File: src/dpt_pkg.sv
// Package for the dual-output preset timer: constants, codes and carriers.
// Assumes a single 25 MHz clock and synchronous field and key inputs.
package dpt_pkg;
    localparam int CLK_HZ = 25_000_000;
    localparam int MS_PER_S = 1000;
    localparam int CYC_PER_MS = CLK_HZ / MS_PER_S;
    localparam int FILT_FAST_MS = 1;
    localparam int FILT_SLOW_MS = 20;
    localparam int FILT_FAST_CYC = FILT_FAST_MS * CYC_PER_MS;
    localparam int FILT_SLOW_CYC = FILT_SLOW_MS * CYC_PER_MS;
    localparam int PV_W = 20;
    localparam int MS_W = 20;
    localparam int FILT_W = 20;
    // Length of one count step in ms, per range
    localparam logic [MS_W-1:0] UNIT_CS_MS = 20'h0000a;
    localparam logic [MS_W-1:0] UNIT_S_MS = 20'h003e8;
    localparam logic [MS_W-1:0] UNIT_TM_MS = 20'h01770;
    localparam logic [MS_W-1:0] UNIT_TH_MS = 20'h57e40;
    localparam logic [MS_W-1:0] BLINK_MS = 20'h001f4;
    // Display maxima: 999999 counts, or 99 h 59 min 59 s in seconds
    localparam logic [PV_W-1:0] PV_MAX_DEC = 20'hf423f;
    localparam logic [PV_W-1:0] PV_MAX_HMS = 20'h57e3f;
    localparam logic [7:0] DIP_RST_VAL = 8'h00;
    // Bit positions of the DIP switch word, pin 1 at bit 0
    localparam int DIP_RANGE_LO = 0;
    localparam int DIP_RANGE_HI = 1;
    localparam int DIP_MODE = 2;
    localparam int DIP_WIDTH = 3;
    localparam int DIP_INPUT = 4;
    localparam int DIP_PROT_RST = 5;
    localparam int DIP_PROT_UP = 6;
    localparam int DIP_PROT_MODE = 7;
    localparam int N_FIELD = 3;

    // Range code is {pin2, pin1}
    typedef enum logic [1:0] {
        DPT_R_TENTH_H = 2'h0,
        DPT_R_CENTI_S = 2'h1,
        DPT_R_HMS = 2'h2,
        DPT_R_TENTH_M = 2'h3
    } dpt_range_t;

    typedef enum logic {
        DPT_ST_FORECAST = 1'b0,
        DPT_ST_ABSOLUTE = 1'b1
    } dpt_style_t;

    typedef struct packed {
        logic prot_mode;
        logic prot_up;
        logic prot_reset;
        logic pnp_input;
        logic fast_input;
        logic delay_mode;
        dpt_range_t range;
    } dpt_cfg_t;

    typedef struct packed {
        logic gate;
        logic rst;
        logic start;
    } dpt_field_t;

    typedef struct packed {
        logic first;
        logic second;
    } dpt_outs_t;
endpackage

File: src/dpt_tick_div.sv
// One-cycle enable pulse every DIV clocks.
// Assumes the single system clock and active-low asynchronous reset.
`timescale 1ns/10ps
module dpt_tick_div #(
    parameter int DIV = dpt_pkg::CYC_PER_MS,
    parameter int CW = 20
) (
    // Clock and reset
    input wire logic clk,
    input wire logic rstn,
    // Enable pulse
    output logic tick
);
    logic [CW-1:0] cnt_r;
    logic [CW-1:0] cnt_nxt;
    localparam logic [CW-1:0] LAST = CW'(DIV - 1);

    always_comb begin
        cnt_nxt = (cnt_r == LAST) ? '0 : cnt_r + 1'b1;
    end

    always_ff @(posedge clk or negedge rstn) begin
        if (!rstn) begin
            cnt_r <= '0;
        end else begin
            cnt_r <= cnt_nxt;
        end
    end

    assign tick = (cnt_r == LAST);
endmodule

File: src/dpt_filter.sv
// Width filter for the field inputs: an output follows its input only after
// the input has held a new level for lim consecutive clocks.
// Assumes inputs already synchronous to clk.
`timescale 1ns/10ps
module dpt_filter #(
    parameter int N = dpt_pkg::N_FIELD,
    parameter int CW = dpt_pkg::FILT_W
) (
    // Clock and reset
    input wire logic clk,
    input wire logic rstn,
    // Raw levels and required width in clocks
    input wire logic [N-1:0] raw,
    input wire logic [CW-1:0] lim,
    // Filtered levels
    output logic [N-1:0] filt
);
    genvar i;
    generate
        for (i = 0; i < N; i++) begin : g_bit
            logic [CW-1:0] cnt_r;
            logic [CW-1:0] cnt_nxt;
            logic lvl_r;
            logic lvl_nxt;
            always_comb begin
                cnt_nxt = '0;
                lvl_nxt = lvl_r;
                if (raw[i] != lvl_r) begin
                    if (cnt_r >= lim - 1'b1) begin
                        lvl_nxt = raw[i];
                    end else begin
                        cnt_nxt = cnt_r + 1'b1;
                    end
                end
            end
            always_ff @(posedge clk or negedge rstn) begin
                if (!rstn) begin
                    cnt_r <= '0;
                    lvl_r <= 1'b0;
                end else begin
                    cnt_r <= cnt_nxt;
                    lvl_r <= lvl_nxt;
                end
            end
            assign filt[i] = lvl_r;
        end
    endgenerate
endmodule

File: src/dpt_timer.sv
// Control core of the dual-output preset timer: switch capture, key
// protection, run and function setting modes, timing and output compare.
// Assumes synchronous inputs, keys as levels or one-cycle pulses.
`timescale 1ns/10ps
module dpt_timer #(
    parameter int CYC_MS = dpt_pkg::CYC_PER_MS,
    parameter int FAST_CYC = dpt_pkg::FILT_FAST_CYC,
    parameter int SLOW_CYC = dpt_pkg::FILT_SLOW_CYC
) (
    // Clock and reset
    input wire logic clk,
    input wire logic rstn,
    // Switches
    input wire logic [7:0] dip_sw,
    input wire logic kp_sw,
    // Field inputs
    input wire dpt_pkg::dpt_field_t field_in,
    // Operator keys
    input wire logic reset_key,
    input wire logic up_key,
    input wire logic up_sel,
    input wire logic [dpt_pkg::PV_W-1:0] up_data,
    input wire logic mode_key,
    input wire logic fn_wr,
    input wire dpt_pkg::dpt_style_t fn_style,
    // Outputs and indicators
    output logic first_output,
    output logic second_output,
    output logic first_output_led,
    output logic second_output_led,
    output logic reset_led,
    output logic kp_led,
    output logic dp_on,
    output logic fn_mode,
    output logic timing,
    output logic [dpt_pkg::PV_W-1:0] present_value
);
    typedef enum logic [1:0] {DLY_IDLE, DLY_RUN, DLY_DONE} dpt_dly_t;

    // Configuration captured once after power-up
    dpt_pkg::dpt_cfg_t cfg_r, cfg_nxt;
    logic cfg_taken_r, cfg_taken_nxt;

    always_comb begin
        cfg_nxt = cfg_r;
        cfg_taken_nxt = 1'b1;
        if (!cfg_taken_r) begin
            cfg_nxt = dpt_pkg::dpt_cfg_t'(dip_sw);
        end
    end

    always_ff @(posedge clk or negedge rstn) begin
        if (!rstn) begin
            cfg_r <= dpt_pkg::dpt_cfg_t'(dpt_pkg::DIP_RST_VAL);
            cfg_taken_r <= 1'b0;
        end else begin
            cfg_r <= cfg_nxt;
            cfg_taken_r <= cfg_taken_nxt;
        end
    end

    // Input filter width from switch 4
    logic [dpt_pkg::FILT_W-1:0] filt_lim;
    dpt_pkg::dpt_field_t fld;
    logic [dpt_pkg::N_FIELD-1:0] fld_bits;
    assign filt_lim = cfg_r.fast_input ? dpt_pkg::FILT_W'(FAST_CYC)
                                       : dpt_pkg::FILT_W'(SLOW_CYC);
    assign fld = dpt_pkg::dpt_field_t'(fld_bits);

    dpt_filter #(.N(dpt_pkg::N_FIELD), .CW(dpt_pkg::FILT_W)) u_filt (
        .clk(clk),
        .rstn(rstn),
        .raw(field_in),
        .lim(filt_lim),
        .filt(fld_bits)
    );

    logic ms_tick;
    dpt_tick_div #(.DIV(CYC_MS), .CW(dpt_pkg::MS_W)) u_ms (
        .clk(clk),
        .rstn(rstn),
        .tick(ms_tick)
    );

    // Key protection, live from the switch
    logic rkey_ok, up_ok, mode_ok, rst_act;
    assign rkey_ok = reset_key & ~(kp_sw & cfg_r.prot_reset);
    assign up_ok = up_key & ~(kp_sw & cfg_r.prot_up);
    assign mode_ok = mode_key & ~(kp_sw & cfg_r.prot_mode);
    assign rst_act = fld.rst | rkey_ok;
    assign reset_led = fld.rst | rkey_ok;
    assign kp_led = kp_sw;

    // Mode handling, set values and pending function parameters
    logic fn_r, fn_nxt;
    dpt_pkg::dpt_style_t style_r, style_nxt, pend_r, pend_nxt;
    logic [dpt_pkg::PV_W-1:0] sv1_r, sv1_nxt, sv2_r, sv2_nxt;

    always_comb begin
        fn_nxt = fn_r;
        style_nxt = style_r;
        pend_nxt = pend_r;
        sv1_nxt = sv1_r;
        sv2_nxt = sv2_r;
        if (fn_r) begin
            if (fn_wr) begin
                pend_nxt = fn_style;
            end
            if (mode_ok) begin
                fn_nxt = 1'b0;
                style_nxt = fn_wr ? fn_style : pend_r;
            end
        end else begin
            if (mode_ok && !kp_sw) begin
                fn_nxt = 1'b1;
                pend_nxt = style_r;
            end
            if (up_ok && !up_sel) begin
                sv1_nxt = up_data;
            end
            if (up_ok && up_sel) begin
                sv2_nxt = up_data;
            end
        end
    end

    always_ff @(posedge clk or negedge rstn) begin
        if (!rstn) begin
            fn_r <= 1'b0;
            style_r <= dpt_pkg::DPT_ST_FORECAST;
            pend_r <= dpt_pkg::DPT_ST_FORECAST;
            sv1_r <= '0;
            sv2_r <= '0;
        end else begin
            fn_r <= fn_nxt;
            style_r <= style_nxt;
            pend_r <= pend_nxt;
            sv1_r <= sv1_nxt;
            sv2_r <= sv2_nxt;
        end
    end
    assign fn_mode = fn_r;

    // Timing: unit step from range, start and stop per output mode
    logic [dpt_pkg::MS_W-1:0] unit_ms, pv_max_w;
    logic [dpt_pkg::PV_W-1:0] pv_max;
    always_comb begin
        unit_ms = dpt_pkg::UNIT_TH_MS;
        pv_max = dpt_pkg::PV_MAX_DEC;
        case (cfg_r.range)
            dpt_pkg::DPT_R_CENTI_S: unit_ms = dpt_pkg::UNIT_CS_MS;
            dpt_pkg::DPT_R_HMS: begin
                unit_ms = dpt_pkg::UNIT_S_MS;
                pv_max = dpt_pkg::PV_MAX_HMS;
            end
            dpt_pkg::DPT_R_TENTH_M: unit_ms = dpt_pkg::UNIT_TM_MS;
            default: unit_ms = dpt_pkg::UNIT_TH_MS;
        endcase
    end
    assign pv_max_w = pv_max;

    dpt_dly_t dly_r, dly_nxt;
    logic [dpt_pkg::PV_W-1:0] pv_r, pv_nxt;
    logic [dpt_pkg::MS_W-1:0] ms_r, ms_nxt;
    logic start_q_r, rst_q_r, started_r, started_nxt, run;
    logic start_req, time_up;
    dpt_pkg::dpt_outs_t out_r, out_nxt, hit;

    assign start_req = fld.start & (~start_q_r | rst_q_r);
    assign time_up = pv_r >= sv2_r;

    always_comb begin
        dly_nxt = dly_r;
        started_nxt = started_r;
        run = 1'b0;
        if (rst_act) begin
            dly_nxt = DLY_IDLE;
            started_nxt = 1'b0;
        end else if (cfg_r.delay_mode) begin
            case (dly_r)
                DLY_IDLE: begin
                    if (start_req) begin
                        dly_nxt = DLY_RUN;
                        started_nxt = 1'b1;
                    end
                end
                DLY_RUN: begin
                    run = ~fld.gate;
                    if (time_up) begin
                        dly_nxt = DLY_DONE;
                    end
                end
                default: dly_nxt = DLY_DONE;
            endcase
        end else begin
            run = fld.start & ~fld.gate;
            if (fld.start) begin
                started_nxt = 1'b1;
            end
        end
    end

    always_comb begin
        pv_nxt = pv_r;
        ms_nxt = ms_r;
        if (rst_act) begin
            pv_nxt = '0;
            ms_nxt = '0;
        end else if (run && ms_tick) begin
            if (ms_r >= unit_ms - 1'b1) begin
                ms_nxt = '0;
                if (pv_r < pv_max_w) begin
                    pv_nxt = pv_r + 1'b1;
                end
            end else begin
                ms_nxt = ms_r + 1'b1;
            end
        end
    end

    // Compare against set values; outputs are sustained until reset
    always_comb begin
        if (style_r == dpt_pkg::DPT_ST_FORECAST) begin
            hit.first = (sv1_r >= sv2_r) | (pv_r >= sv2_r - sv1_r);
            hit.second = time_up;
        end else begin
            hit.first = pv_r >= sv1_r;
            hit.second = time_up;
        end
        out_nxt = rst_act ? '0 : (out_r | (hit & {2{started_nxt}}));
    end

    always_ff @(posedge clk or negedge rstn) begin
        if (!rstn) begin
            dly_r <= DLY_IDLE;
            started_r <= 1'b0;
            pv_r <= '0;
            ms_r <= '0;
            out_r <= '0;
            start_q_r <= 1'b0;
            rst_q_r <= 1'b1;
        end else begin
            dly_r <= dly_nxt;
            started_r <= started_nxt;
            pv_r <= pv_nxt;
            ms_r <= ms_nxt;
            out_r <= out_nxt;
            start_q_r <= fld.start;
            rst_q_r <= rst_act;
        end
    end

    // Decimal point blink for the tenth ranges
    logic [dpt_pkg::MS_W-1:0] blk_r, blk_nxt;
    logic blink_r, blink_nxt, tenth;
    always_comb begin
        blk_nxt = blk_r;
        blink_nxt = blink_r;
        if (ms_tick) begin
            if (blk_r >= dpt_pkg::BLINK_MS - 1'b1) begin
                blk_nxt = '0;
                blink_nxt = ~blink_r;
            end else begin
                blk_nxt = blk_r + 1'b1;
            end
        end
    end
    always_ff @(posedge clk or negedge rstn) begin
        if (!rstn) begin
            blk_r <= '0;
            blink_r <= 1'b0;
        end else begin
            blk_r <= blk_nxt;
            blink_r <= blink_nxt;
        end
    end
    assign tenth = (cfg_r.range == dpt_pkg::DPT_R_TENTH_H) |
                   (cfg_r.range == dpt_pkg::DPT_R_TENTH_M);
    assign dp_on = tenth & (run ? blink_r : 1'b1);
    assign timing = run;

    assign first_output = out_r.first;
    assign second_output = out_r.second;
    assign first_output_led = out_r.first;
    assign second_output_led = out_r.second;
    assign present_value = pv_r;
endmodule

File: config.mk
export PLATFORM = sky130hd
export DESIGN_NAME = dpt_timer
export DESIGN_NICKNAME = d
export VERILOG_FILES = /design/src/dpt_pkg.sv /design/src/dpt_tick_div.sv /design/src/dpt_filter.sv /design/src/dpt_timer.sv
export SDC_FILE = /design/constraint.sdc
export NUM_CORES = 1
export LEC_CHECK = 0
export BUFFER_PORTS_ARGS = -buffer_cell sky130_fd_sc_hd__buf_2
export CAP_MARGIN = 25
export CORE_ASPECT_RATIO = 0.75
export CORE_MARGIN = 3
export CORE_UTILIZATION = 35
export DETAILED_ROUTE_END_ITERATION = 12
export HOLD_SLACK_MARGIN = 0.15
export PLACE_DENSITY = 0.52
export SYNTH_ARGS = -nofsm -noshare
export SYNTH_HDL_FRONTEND = slang
export SYNTH_HIERARCHICAL = 1
export SYNTH_SLANG_ARGS = --single-unit
export TNS_END_PERCENT = 1
File: constraint.sdc
create_clock -name clk -period 4.5 [get_ports clk]
set_input_delay 0.45 -clock clk [delete_from_list [all_inputs] [get_ports clk]]
set_output_delay 0.45 -clock clk [all_outputs]
set_load 0.02 [all_outputs]
* Word level (Yosys, flattened, before mapping)
Index checks and enable logic that the tools add are counted.
Operators by class: order comparisons 10, mux-type cells 40, bitwise gates (word level) 22, reductions and logical operators 22, equality and inequality tests 10, add/sub/neg operators 10
Operators with widths (number):
- $mux W20 | 16
- $ge A20 B20 Y1 | 8
- $add A20 B1 Y20 const B | 7
- $pmux W19 S3 | 1
- $eq A20 B15 Y1 const B | 1
- $ge A20 B9 Y1 const B | 1
- $lt A20 B20 Y1 | 1
- $sub A19 B1 Y20 const B | 1
- $sub A20 B1 Y20 const B | 1
- $sub A20 B20 Y20 | 1
- $mux W19 | 1
- $mux W1 | 15
- $reduce_and A2 Y1 | 7
- $mux W2 | 6
- $reduce_bool A2 Y1 | 5
- $and A1 B1 Y1 | 9
- $not A1 Y1 | 7
- $ne A3 B3 Y1 const B | 2
- $reduce_and A3 Y1 | 2
- $eq A2 B1 Y1 const B | 2
- $eq A2 B2 Y1 const B | 2
- $logic_and A1 B1 Y1 | 4
- $logic_not A2 Y1 | 2
- $or A1 B1 Y1 | 4
- 5 further kinds | 8
Storage, ports and cells: input bits 40, word-level logic and storage cells 143, bits in registers 202, output and inout bits 29

* Logic depth before layout (Yosys ltp)
Gate-level depths: netlist of the first run.
word-level depth 10, gate-level depth with buffers 19, gate-level depth less buffers 19

* Modules after synthesis
The synthesis of the first run kept the hierarchy.
Modules (own cells, without submodules):
- dpt_timer | seq. area each 2979.1 µm², area an instance 8368.0 µm², cells each 940, instances 1
- dpt_filter | seq. area each 1576.5 µm², area an instance 4649.5 µm², cells each 489, instances 1
- dpt_tick_div | seq. area each 500.5 µm², area an instance 952.2 µm², cells each 86, instances 1

* Worst setup path after synthesis of the first run
Ideal clock, no wire load.
path kind register to register, start reg sv2_r[0] (netlist bit), end reg out_r, in the netlist first_output, data arrival time 3196 ps, slack 1156 ps, period minus slack after synthesis 3344 ps, buffers on the path 0, library setup time 148 ps, data required time 4352 ps, cell stages (with the launch flop) 20, cells stage by stage dfrtp_1 -> inv_1 -> ha_1 -> inv_1 -> fa_1 -> a21o_1 -> a221oi_1 -> a21oi_1 -> a21oi_1 -> o21bai_1 -> a21oi_1 -> xnor2_1 -> ha_1 -> a21o_1 -> a21oi_1 -> o211ai_1 -> nand2_1 -> a31oi_1 -> o21ai_0 -> a311oi_1
RTL lines:
- from (decl) | line dpt_timer.sv:97 | logic [dpt_pkg::PV_W-1:0] sv1_r, sv1_nxt, sv2_r, sv2_nxt;
- from (signal assigned) | line dpt_timer.sv:139 | sv2_r <= sv2_nxt;
- to (signal assigned) | line dpt_timer.sv:247 | out_r <= out_nxt;
- to (decl) | line dpt_timer.sv:167 | dpt_pkg::dpt_outs_t out_r, out_nxt, hit;

==> out/results.ini, run 1 <==
[critical_path]
cpMaxStageDelayCell = a221oi_1
max_stage_delay_ps = 430
cpMostUsedCell = a21oi_1
cp.arrival_ps = 4290
critical_path.endpoint_type = flop
worstSetupPathType = reg2reg
worstPathMaxFanout = 3
crit_chain = inv_1 > ha_1 > inv_1 > fa_1 > a21o_1 > a221oi_1 > a21oi_1 > a21oi_1 > o21bai_1 > a21oi_1 > xnor2_1 > ha_1 > a21o_1 > a21oi_1 > o211ai_1 > nand2_1 > a31oi_1 > o21ai_0 > a311oi_1
cp-start-kind = flop
rr_worst_depth = 19
worstPathRequired_ps = 4890

[yosys]
synth.most_common_cell = dfrtp_1
synth_top_family_by_area = simple AND/OR/NAND/NOR gates
yosysTopAreaCellShare_pct = 36.01
synth_common_cells = dfrtp_1 (201), ha_1 (172), nand2_1 (145)
synthTopCellsByArea = dfrtp_1 (36%), ha_1 (15%), nand2_1 (3.9%)
ys_types = 81
ys_seq_area_share_pct = 36.19
synthAdderAreaFrac_pct = 15.62
synth-xor-area-share_pct = 7.076
synth-compound-area-share_pct = 13.49
synth-edff-count = 0
yosys_warnings = 6
ys_ff_latch = 202
postSynth.asyncResetShare_pct = 100.0
synthSimpleGateAreaFrac_pct = 21.65
yosys-mux-area-fraction_pct = 2.060
netlist_area_um2 = 13970
synth_top_area_cell = dfrtp_1
postSynthCellCount = 1515
synth_flop_cell = dfrtp_1
post_synth.cell_area_avg_um2 = 9.221

[global_routing]
grt_pass1_vias = 10510
antenna_found_initial = 0
grt_pass1_wl_um = 57380
overflow = 0
grt_max_degree = 104
grt_usage_pct = 16.65

[layout]
syn_to_final_growth_pct = 16.09
final-instance-count-excl-fill = 2176
nNetsFinal = 1858
layout-drive-gt1-share_pct = 11.24
fin_area_um2 = 16220
diodes = 0

[timing]
setup_violations = 0
maxSlewViolCount = 0
period_share_pct = 86.51
max-slew-margin-rel_pct = 41.67
fmax_mhz = 256.9
worst_pin_slew_ps = 873.4
fin_tns_setup_ps = 0
rsz0062_at_grt = no
hold_violations = 0
layout_min_cycle_time_ps = 3893
fin_skew_ps = 14.60
hold_ws_ps = 174.3

[placement]
placed_area_um2 = 15080
dp_hpwl_um = 26250
placedCellCount = 2105
io_buffers = 67
routabilityCongestion = 0.8517

[run]
maxCapViolCount = 0

[clock_tree]
clock-sinks = 202
htreeDepth = 1
cts_setup_buffers = 0
root_buffer = clkbuf_16
clockBufferDepth = 3
post_cts_resized = 0
cts_buffers = 25
cts_tree = done
cts_hold_buffers = 25
clock_latency_ps = 550
clk_transition_reported_paths_ps = 60

[floorplan]
io_pins = 69
dieArea_um2 = 42370
die_x_um = 236.7
rows = 62
start_util_pct = 35.94
die_y_um = 179.0
coreArea_um2 = 38860

[power_and_ir_drop]
pwr_density_cell_nw_per_um2 = 380.2
ir_drop_uv = 260.6
p_leak_nw = 7.756
total_power_mw = 6.166

[drt]
vias = 11190
post_drt_wl_per_cell_um = 16.17
drc = 0
wl_um = 35180
via_per_inst = 5.143
drtPass1Iterations = 5
drt_iter0_drc = 671
ant_nets = 0

[min_path]
hold_path_depth = 3
hold_class = in2reg

[outcome]
status = finished, final reports clean

[path summary, 6_finish.rpt]
kind                                                      end                startpoint  slack, ps
max                                    first_output$_DFF_PN0_      sv2_r[0]$_DFFE_PN0P_        610
min                                     sv2_r[17]$_DFFE_PN0P_               up_data[17]        170
max reg2reg                            first_output$_DFF_PN0_      sv2_r[0]$_DFFE_PN0P_        610
min reg2reg                          u_ms/cnt_r[18]$_DFF_PN0_  u_ms/cnt_r[18]$_DFF_PN0_        500
max in group asynchronous  u_filt/g_bit[0].cnt_r[1]$_DFF_PN0_                      rstn       2990
min in group asynchronous                sv2_r[5]$_DFFE_PN0P_                      rstn        530
[stage by stage]
stage	worst slack, ps	utilization, %
6_report	606.9	41.73
3_3_place_gp	720.9	38.78
2_1_floorplan	1156	-
5_1_grt	192.4	41.73
3_5_place_dp	641.3	38.80
4_1_cts	591.1	41.73
[layer usage]
layer  GRT usage (%)  share of wire, %  wire [um]
met1           26.00                54      19150
met4           3.298               1.9        657
met3           2.153               3.0       1043
met2           24.42                41      14330
met5               0                 0          0
[state kept, by name, indices dropped and copies added, names as in the netlist, 2 cells and up]
register and flops:
u_filt/g_bit.lvl_r 3, u_ms/cnt_r 20, u_filt/g_bit.cnt_r 60, sv1_r 20, blk_r 20, present_value 20
sv2_r 20, cfg_r 7, ms_r 20, dly_r 2
[final cells by class]
cell class	count	area [um^2]
Clock buffer	34	709.4
Clock inverter	12	178.9
Fill cell	3832	22650
Inverter	83	311.5
Multi-Input combinational cell	1223	8564
Sequential cell	202	5056
Tap cell	512	640.6
Timing Repair Buffer	110	755.7
[power breakdown]
part           internal [mW]  switching, mW
clock                   1.34          0.842
combinational          0.766           1.08
sequential              1.98          0.156
total                   4.08           2.08
[critical path, delay by kind of cell, from the launching register on]
family          cells  cell delay [ps]
fa+ha+maj           3              830
flops               1              380
simple gates        1              100
xor+xnor            1              150
buf+inv             2              130
compound gates     12             2140
[kinds of logic (layout without fill, tap and decap cells)]
group,Yosys count,after routing
xor+xnor,112,112
flops,202,202
fa+ha+maj,174,174
compound gates,298,298
mux,27,27
buf+inv,130,239
other cells,2,42
simple gates,570,570
[layout by cell type, fill, tap and decap left out, drive strengths merged, types with 14 or more instances in the layout]
cell type    netlist  final
nand4             32     32
nor3              57     57
nand2            146    146
a21oi             79     79
clkbuf            29     34
dfrtp            201    201
or3               16     16
nand3             90     90
a21o              45     45
ha               172    172
xnor2             51     51
xor2              61     61
dlygate4sd3        0     25
and3              37     37
nor2             110    110
mux2              14     14
inv               83     86
o21ai             89     89
conb               2     42
buf               18     85
Note: power is estimated with default switching activity, not from simulation.
==> run 2: changes to the inputs <==
--- a/config.mk
+++ b/config.mk
@@ -5,6 +5,7 @@
 export SDC_FILE = /design/constraint.sdc
 export NUM_CORES = 1
 export LEC_CHECK = 0
+export ABC_AREA = 1
 export BUFFER_PORTS_ARGS = -buffer_cell sky130_fd_sc_hd__buf_2
 export CAP_MARGIN = 25
 export CORE_ASPECT_RATIO = 0.75
==> run 2 against run 1 <==
  * Non-clock buffer count is 20 lower
  * Highest routed layer unchanged
  * Synthesized cell count up 33%
  * Register-to-register slack better by 560 ps
  * Die area increased by 9.0%
  * Wire length grew 11%
  * Via count rose by 15%
  * Global-route usage rose by 0.34 points
==> out/results.ini, run 2 <==
[yosys]
synthSimpleGateAreaFrac_pct = 29.26
yosysTopAreaCellShare_pct = 32.95
postSynth.asyncResetShare_pct = 100.0
synth-xor-area-share_pct = 6.885
synthAdderAreaFrac_pct = 14.23
ys_types = 53
postSynthCellCount = 2008
synthTopCellsByArea = dfrtp_1 (33%), ha_1 (14%), nand2_1 (11%)
ys_ff_latch = 202
post_synth.cell_area_avg_um2 = 7.602
synth.most_common_cell = nand2_1
synth_top_area_cell = dfrtp_1
synth-edff-count = 0
synth_common_cells = nand2_1 (456), inv_1 (274), dfrtp_1 (201)
synth_top_family_by_area = simple AND/OR/NAND/NOR gates
yosys-mux-area-fraction_pct = 0.2869
synth_flop_cell = dfrtp_1
yosys_warnings = 6
ys_seq_area_share_pct = 33.12
synth-compound-area-share_pct = 7.877
netlist_area_um2 = 15260

[global_routing]
grt_usage_pct = 16.99
grt_pass1_vias = 12000
grt_pass1_wl_um = 64280
overflow = 0
antenna_found_initial = 0
grt_max_degree = 106

[timing]
fin_tns_setup_ps = 0
period_share_pct = 74.02
hold_violations = 0
hold_ws_ps = 169.7
setup_violations = 0
rsz0062_at_grt = no
maxSlewViolCount = 0
max-slew-margin-rel_pct = 41.87
fmax_mhz = 300.2
fin_ws_ps = 1169
layout_min_cycle_time_ps = 3331
worst_pin_slew_ps = 872.0
fin_skew_ps = 13.57

[clock_tree]
cts_tree = done
clockBufferDepth = 3
post_cts_resized = 0
clk_transition_reported_paths_ps = 60
htreeDepth = 1
clock_latency_ps = 560
cts_setup_buffers = 0
clock-sinks = 202
cts_buffers = 25
root_buffer = clkbuf_16

[layout]
fin_area_um2 = 17380
layout_common_cells = nand2_1 (456), inv_1 (274), dfrtp_1 (201), nor2_1 (180), ha_1 (172)
utilization_pct = 40.85
diodes = 0
largest_reg_flops = 60
layout-drive-gt1-share_pct = 12.02
top_register = u_filt/g_bit.cnt_r
nNetsFinal = 2348
syn_to_final_growth_pct = 13.84
final-instance-count-excl-fill = 2723
layout_commonest_cell = nand2_1

[critical_path]
cp_top_family = adder cells
cpMaxStageDelayCell = fa_1
cp.arrival_ps = 3740
cpMostUsedCell = nand2_1
critical_path.endpoint_type = flop
rr_worst_depth = 23
critPathBufInv = 4
crit_chain = inv_1 > ha_1 > inv_1 > fa_1 > nand3_1 > nand2_1 > a21oi_1 > o21ai_0 > a21oi_1 > xor2_1 > ha_1 > nand2_1 > inv_1 > nand2_1 > nand2_1 > nand2_1 > a21oi_1 > nor2_1 > nand2_1 > inv_1 > nand2_1 > nand2_1 > a21oi_1
cp_num_cells = 23
worstSetupPathType = reg2reg
worstPathRequired_ps = 4910
cp-start-kind = flop
max_stage_delay_ps = 430
worstPathMaxFanout = 4

[floorplan]
dieArea_um2 = 46180
die_x_um = 247.1
coreArea_um2 = 42530
start_util_pct = 35.89
die_y_um = 186.9
io_pins = 69
rows = 65

[drt]
drtPass1Iterations = 5
wl_um = 39070
post_drt_wl_per_cell_um = 14.35
drt_iter0_drc = 772
via_per_inst = 4.724
vias = 12860
drc = 0
ant_nets = 0

[min_path]
hold_class = in2reg
hold_path_depth = 3

[power_and_ir_drop]
pwr_density_cell_nw_per_um2 = 413.0
p_leak_nw = 8.614
ir_drop_uv = 272.9
total_power_mw = 7.176

[placement]
dp_hpwl_um = 30240
dpl_worst_slack_ps = 1204
routabilityCongestion = 0.8947
placed_area_um2 = 16330
io_buffers = 67
placedCellCount = 2660

[outcome]
status = finished, final reports clean

[run]
maxCapViolCount = 0

-- run 2: cell types whose count changed after synthesis, sizes merged, moves of 15 or more --
cell / before / now
clkbuf: 29 / 14
nor2: 110 / 272
a21o: 45 / 6
xor2: 61 / 82
nand2: 146 / 472
a21oi: 79 / 94
or3: 16 / 0
and3: 37 / 1
nand3: 90 / 112
inv: 83 / 281
-- run 2: path summary, 6_finish.rpt --
kind | start | end | slack [ps]
min in group asynchronous | rstn | ms_r[19]$_DFFE_PN0P_ | 590
worst min-delay path | up_data[13] | sv2_r[13]$_DFFE_PN0P_ | 170
worst max register to register | sv2_r[0]$_DFFE_PN0P_ | first_output$_DFF_PN0_ | 1170
worst max-delay path | sv2_r[0]$_DFFE_PN0P_ | first_output$_DFF_PN0_ | 1170
worst min register to register | blk_r[12]$_DFFE_PN0P_ | blk_r[12]$_DFFE_PN0P_ | 480
max in group asynchronous | rstn | sv1_r[8]$_DFFE_PN0P_ | 2860
-- run 2: metal layers --
| metal | track usage, % | vias to the layer above | part of all wire, % |
|---|---|---|---|
| met5 | 0 | - | 0 |
| met4 | 2.685 | 0 | 1.6 |
| met3 | 2.193 | 33 | 4.2 |
| met2 | 23.49 | 240 | 38 |
| met1 | 27.97 | 5921 | 56 |
| li1 | - | 6670 | - |
-- run 2: report_power, final --
part	internal (mW)	total, mW	leakage (nW)	switching (mW)
clock	1.30	2.15	0.434	0.858
combinational	0.975	2.81	5.48	1.83
sequential	2.03	2.21	2.70	0.189
total	4.30	7.18	8.61	2.88
-- run 2: cell type report --
type                       instances  area (um^2)
clock inverter                    12        152.6
tap                              569        711.9
fill                            4398        25160
clock buffer                      34        719.4
inverter                         283         1062
sequential                       202         5056
multi-input combinational       1533         9101
timing repair buffer              90        573.1
-- run 2: kinds of logic (layout without fill, tap and decap cells) --
family                     count (synthesis)  count (layout)
and+or+nand+nor                          972             972
buffers and inverters                    315             419
muxes                                      4               4
AOI/OAI and AO/OA                        220             220
adders and majority gates                173             173
other                                      2              44
xor gates and xnor gates                 120             120
DFF                                      202             202
-- run 2: what timing repair did --
item | in CTS | in global routing
hold buffers | 17 | 0
setup endpoints to repair | 0 | 0
endpoints found under the hold margin | 125 | 0
-- run 2: worst min-delay path, stage by stage --
cell and delay (ps):
buf_2 90, inv_1 50, o21ai_0 80
==> run 3: changes to the inputs <==
--- a/config.mk
+++ b/config.mk
@@ -13,7 +13,7 @@
 export CORE_UTILIZATION = 35
 export DETAILED_ROUTE_END_ITERATION = 12
 export HOLD_SLACK_MARGIN = 0.15
-export PLACE_DENSITY = 0.52
+export PLACE_DENSITY = 0.54
 export SYNTH_ARGS = -nofsm -noshare
 export SYNTH_HDL_FRONTEND = slang
 export SYNTH_HIERARCHICAL = 1
==> constraint.sdc (replaced) <==
create_clock -name clk -period 3 [get_ports clk]
set_input_delay 0.3 -clock clk [delete_from_list [all_inputs] [get_ports clk]]
set_output_delay 0.3 -clock clk [all_outputs]
set_load 0.02 [all_outputs]
==> run 3 against run 2 <==
  * Clock-buffer cell count rose by 2
  * Die area did not move
  * Cell count rose by 2.8%
  * Non-clock buffer count rose by 73
  * Sequential power rose by 49%
  * Power rose by 64%
  * First-iteration DRC count rose by 16%
  * Clock power rose by 56%
  * Critical endpoint unchanged
  * Wire length rose by 2.9%
  * Largest power group unchanged
  * Worst setup slack got worse by 1100 ps
==> out/results.ini, run 3 (synthesis gave the netlist of run 2 again) <==
[critical_path]
endpoint = first_output$_DFF_PN0_
critical_path.endpoint_type = flop
rr_endpoint = first_output$_DFF_PN0_
worst_r2r_startpoint = sv1_r[13]$_DFFE_PN0P_
ff2ff_setup_slack_ps = 120
cp.arrival_ps = 3330
rr_worst_depth = 18
worstSetupPathType = reg2reg
worstPathMaxFanout = 5
worstPathRequired_ps = 3450
cp-start-kind = flop
crit_path_start = sv1_r[13]$_DFFE_PN0P_

[clock_tree]
clk_transition_reported_paths_ps = 60
clock-sinks = 202
clockBufferDepth = 3
cts_tree = done
cts_buffers = 27
root_buffer = clkbuf_16
htreeDepth = 1
clock_latency_ps = 570

[drt]
ant_nets = 0
post_drt_wl_per_cell_um = 14.36
drc = 0
via_per_inst = 4.698
wl_um = 40210
drt_iter0_drc = 895
vias = 13160
drtPass1Iterations = 6

[timing]
hold_violations = 0
layout_min_cycle_time_ps = 2885
worst_pin_slew_ps = 740.0
fin_tns_setup_ps = 0
fin_ws_ps = 115.2
max-slew-margin-rel_pct = 50.67
maxSlewViolCount = 0
period_share_pct = 96.16
fin_skew_ps = 11.85
setup_violations = 0
fmax_mhz = 346.6
rsz0062_at_grt = yes

[power_and_ir_drop]
p_clk_share_pct = 28.5
ir_drop_uv = 414.8
seqPwrFrac_pct = 27.9
pwr_density_cell_nw_per_um2 = 647.9
combPwrFrac_pct = 43.6
p_int_mw = 7.053
p_leak_nw = 9.019
sw_frac_of_total_pct = 40.25
p_sw_mw = 4.751

[global_routing]
grt_max_degree = 89
overflow = 0
grt_pass1_wl_um = 65380
grt_pass1_vias = 12400
grt_usage_pct = 17.45
antenna_found_initial = 0

[outcome]
status = finished, final reports clean

[layout]
layout-drive-gt1-share_pct = 15.82
nNetsFinal = 2423
layout_commonest_cell = nand2_1
diodes = 0
largest_reg_flops = 60
fill_cells = 4275
top_register = u_filt/g_bit.cnt_r
layout_common_cells = nand2_1 (451), inv_1 (274), dfrtp_1 (201), nor2_1 (179), ha_1 (165)
syn_to_final_growth_pct = 19.35

[floorplan]
die_x_um = 247.1
dieArea_um2 = 46180
die_y_um = 186.9
start_util_pct = 35.89
rows = 65
io_pins = 69
coreArea_um2 = 42530

[run]
maxCapViolCount = 0

[placement]
routabilityCongestion = 0.9361
dp_hpwl_um = 31250
io_buffers = 67
dpl_worst_slack_ps = -53.72

[min_path]
hold_class = in2reg

run 3: cell count changes in the layout (fill, tap and decap cells not counted), sizes merged:
cell,previous run,this run
dlygate4sd3,17,37
inv,282,284
clkinv,9,7
clkinvlp,1,4
clkbuf,34,36
bufinv,3,2
buf,73,126
run 3: per-layer routing:
layer	global-route usage (%)	part of all wire, %
met5	0	0
met4	2.820	1.5
met3	2.451	4.6
met2	24.12	38
met1	28.58	55
run 3: final cells by class:
type | instances | area (um^2) | area share [%]
Multi-Input combinational cell | 1533 | 9283 | 50.95
Sequential cell | 202 | 5056 | 27.75
Tap cell | 569 | 711.9 | 3.908
Clock buffer | 36 | 779.5 | 4.279
Clock inverter | 14 | 155.1 | 0.8516
Timing Repair Buffer | 163 | 1171 | 6.428
Inverter | 283 | 1062 | 5.831
run 3: worst min path at each step:
stage                     startpoint  slack (ps)              endpoint  cells after the start
final                      reset_key         190     rst_q_r$_DFF_PN1_                      3
after global routing       reset_key         180     rst_q_r$_DFF_PN1_                      3
after CTS                  reset_key         160     rst_q_r$_DFF_PN1_                      3
after detailed placement        rstn         380  ms_r[12]$_DFFE_PN0P_                      1
after global placement          rstn         370  ms_r[14]$_DFFE_PN0P_                      1
after floorplan                 rstn           4   blink_r$_DFFE_PN0P_                      0
run 3: worst max-delay path: stages (launching register included):
cell,delay [ps]
dfrtp_1,350
inv_1,70
ha_1,380
nand2_1,190
nor2_1,260
and2_1,190
nand3_1,90
nand4_1,140
xnor2_1,130
ha_1,270
nand2_1,70
nand2_1,50
o21bai_1,180
nor2_1,110
nand2_1,60
inv_1,50
nand2_1,50
nand2_1,60
a21oi_1,60
run 3: through the flow:
step	hold WS [ps]	cells	power (mW)	instance area [um^2]	util [%]
floorplan	4.409	2050	6.416	15420	-
global placement	367.0	2712	7.852	16720	39.32
detailed placement	377.3	2712	7.928	16720	39.32
CTS	158.9	2799	11.49	18050	42.44
global route	183.1	2800	12.71	18220	42.83
finish	191.8	2800	11.80	18220	42.83
run 3: repair_timing:
item,in CTS,in global routing
hold buffers,37,0
endpoints found under the setup margin,1,20
setup buffers,0,1
hold endpoints to repair,137,0
resized for setup,8,39
pin swaps,2,4
run 3: power by group through the flow:
stage / registers, mW / clock network [mW] / logic [mW]
final: 3.29 / 3.36 / 5.15
after global routing: 3.34 / 3.57 / 5.81
after CTS: 3.29 / 3.47 / 4.73
after detailed placement: 3.34 / 0 / 4.59
after global placement: 3.32 / 0 / 4.53
after floorplan: 3.27 / 0 / 3.15
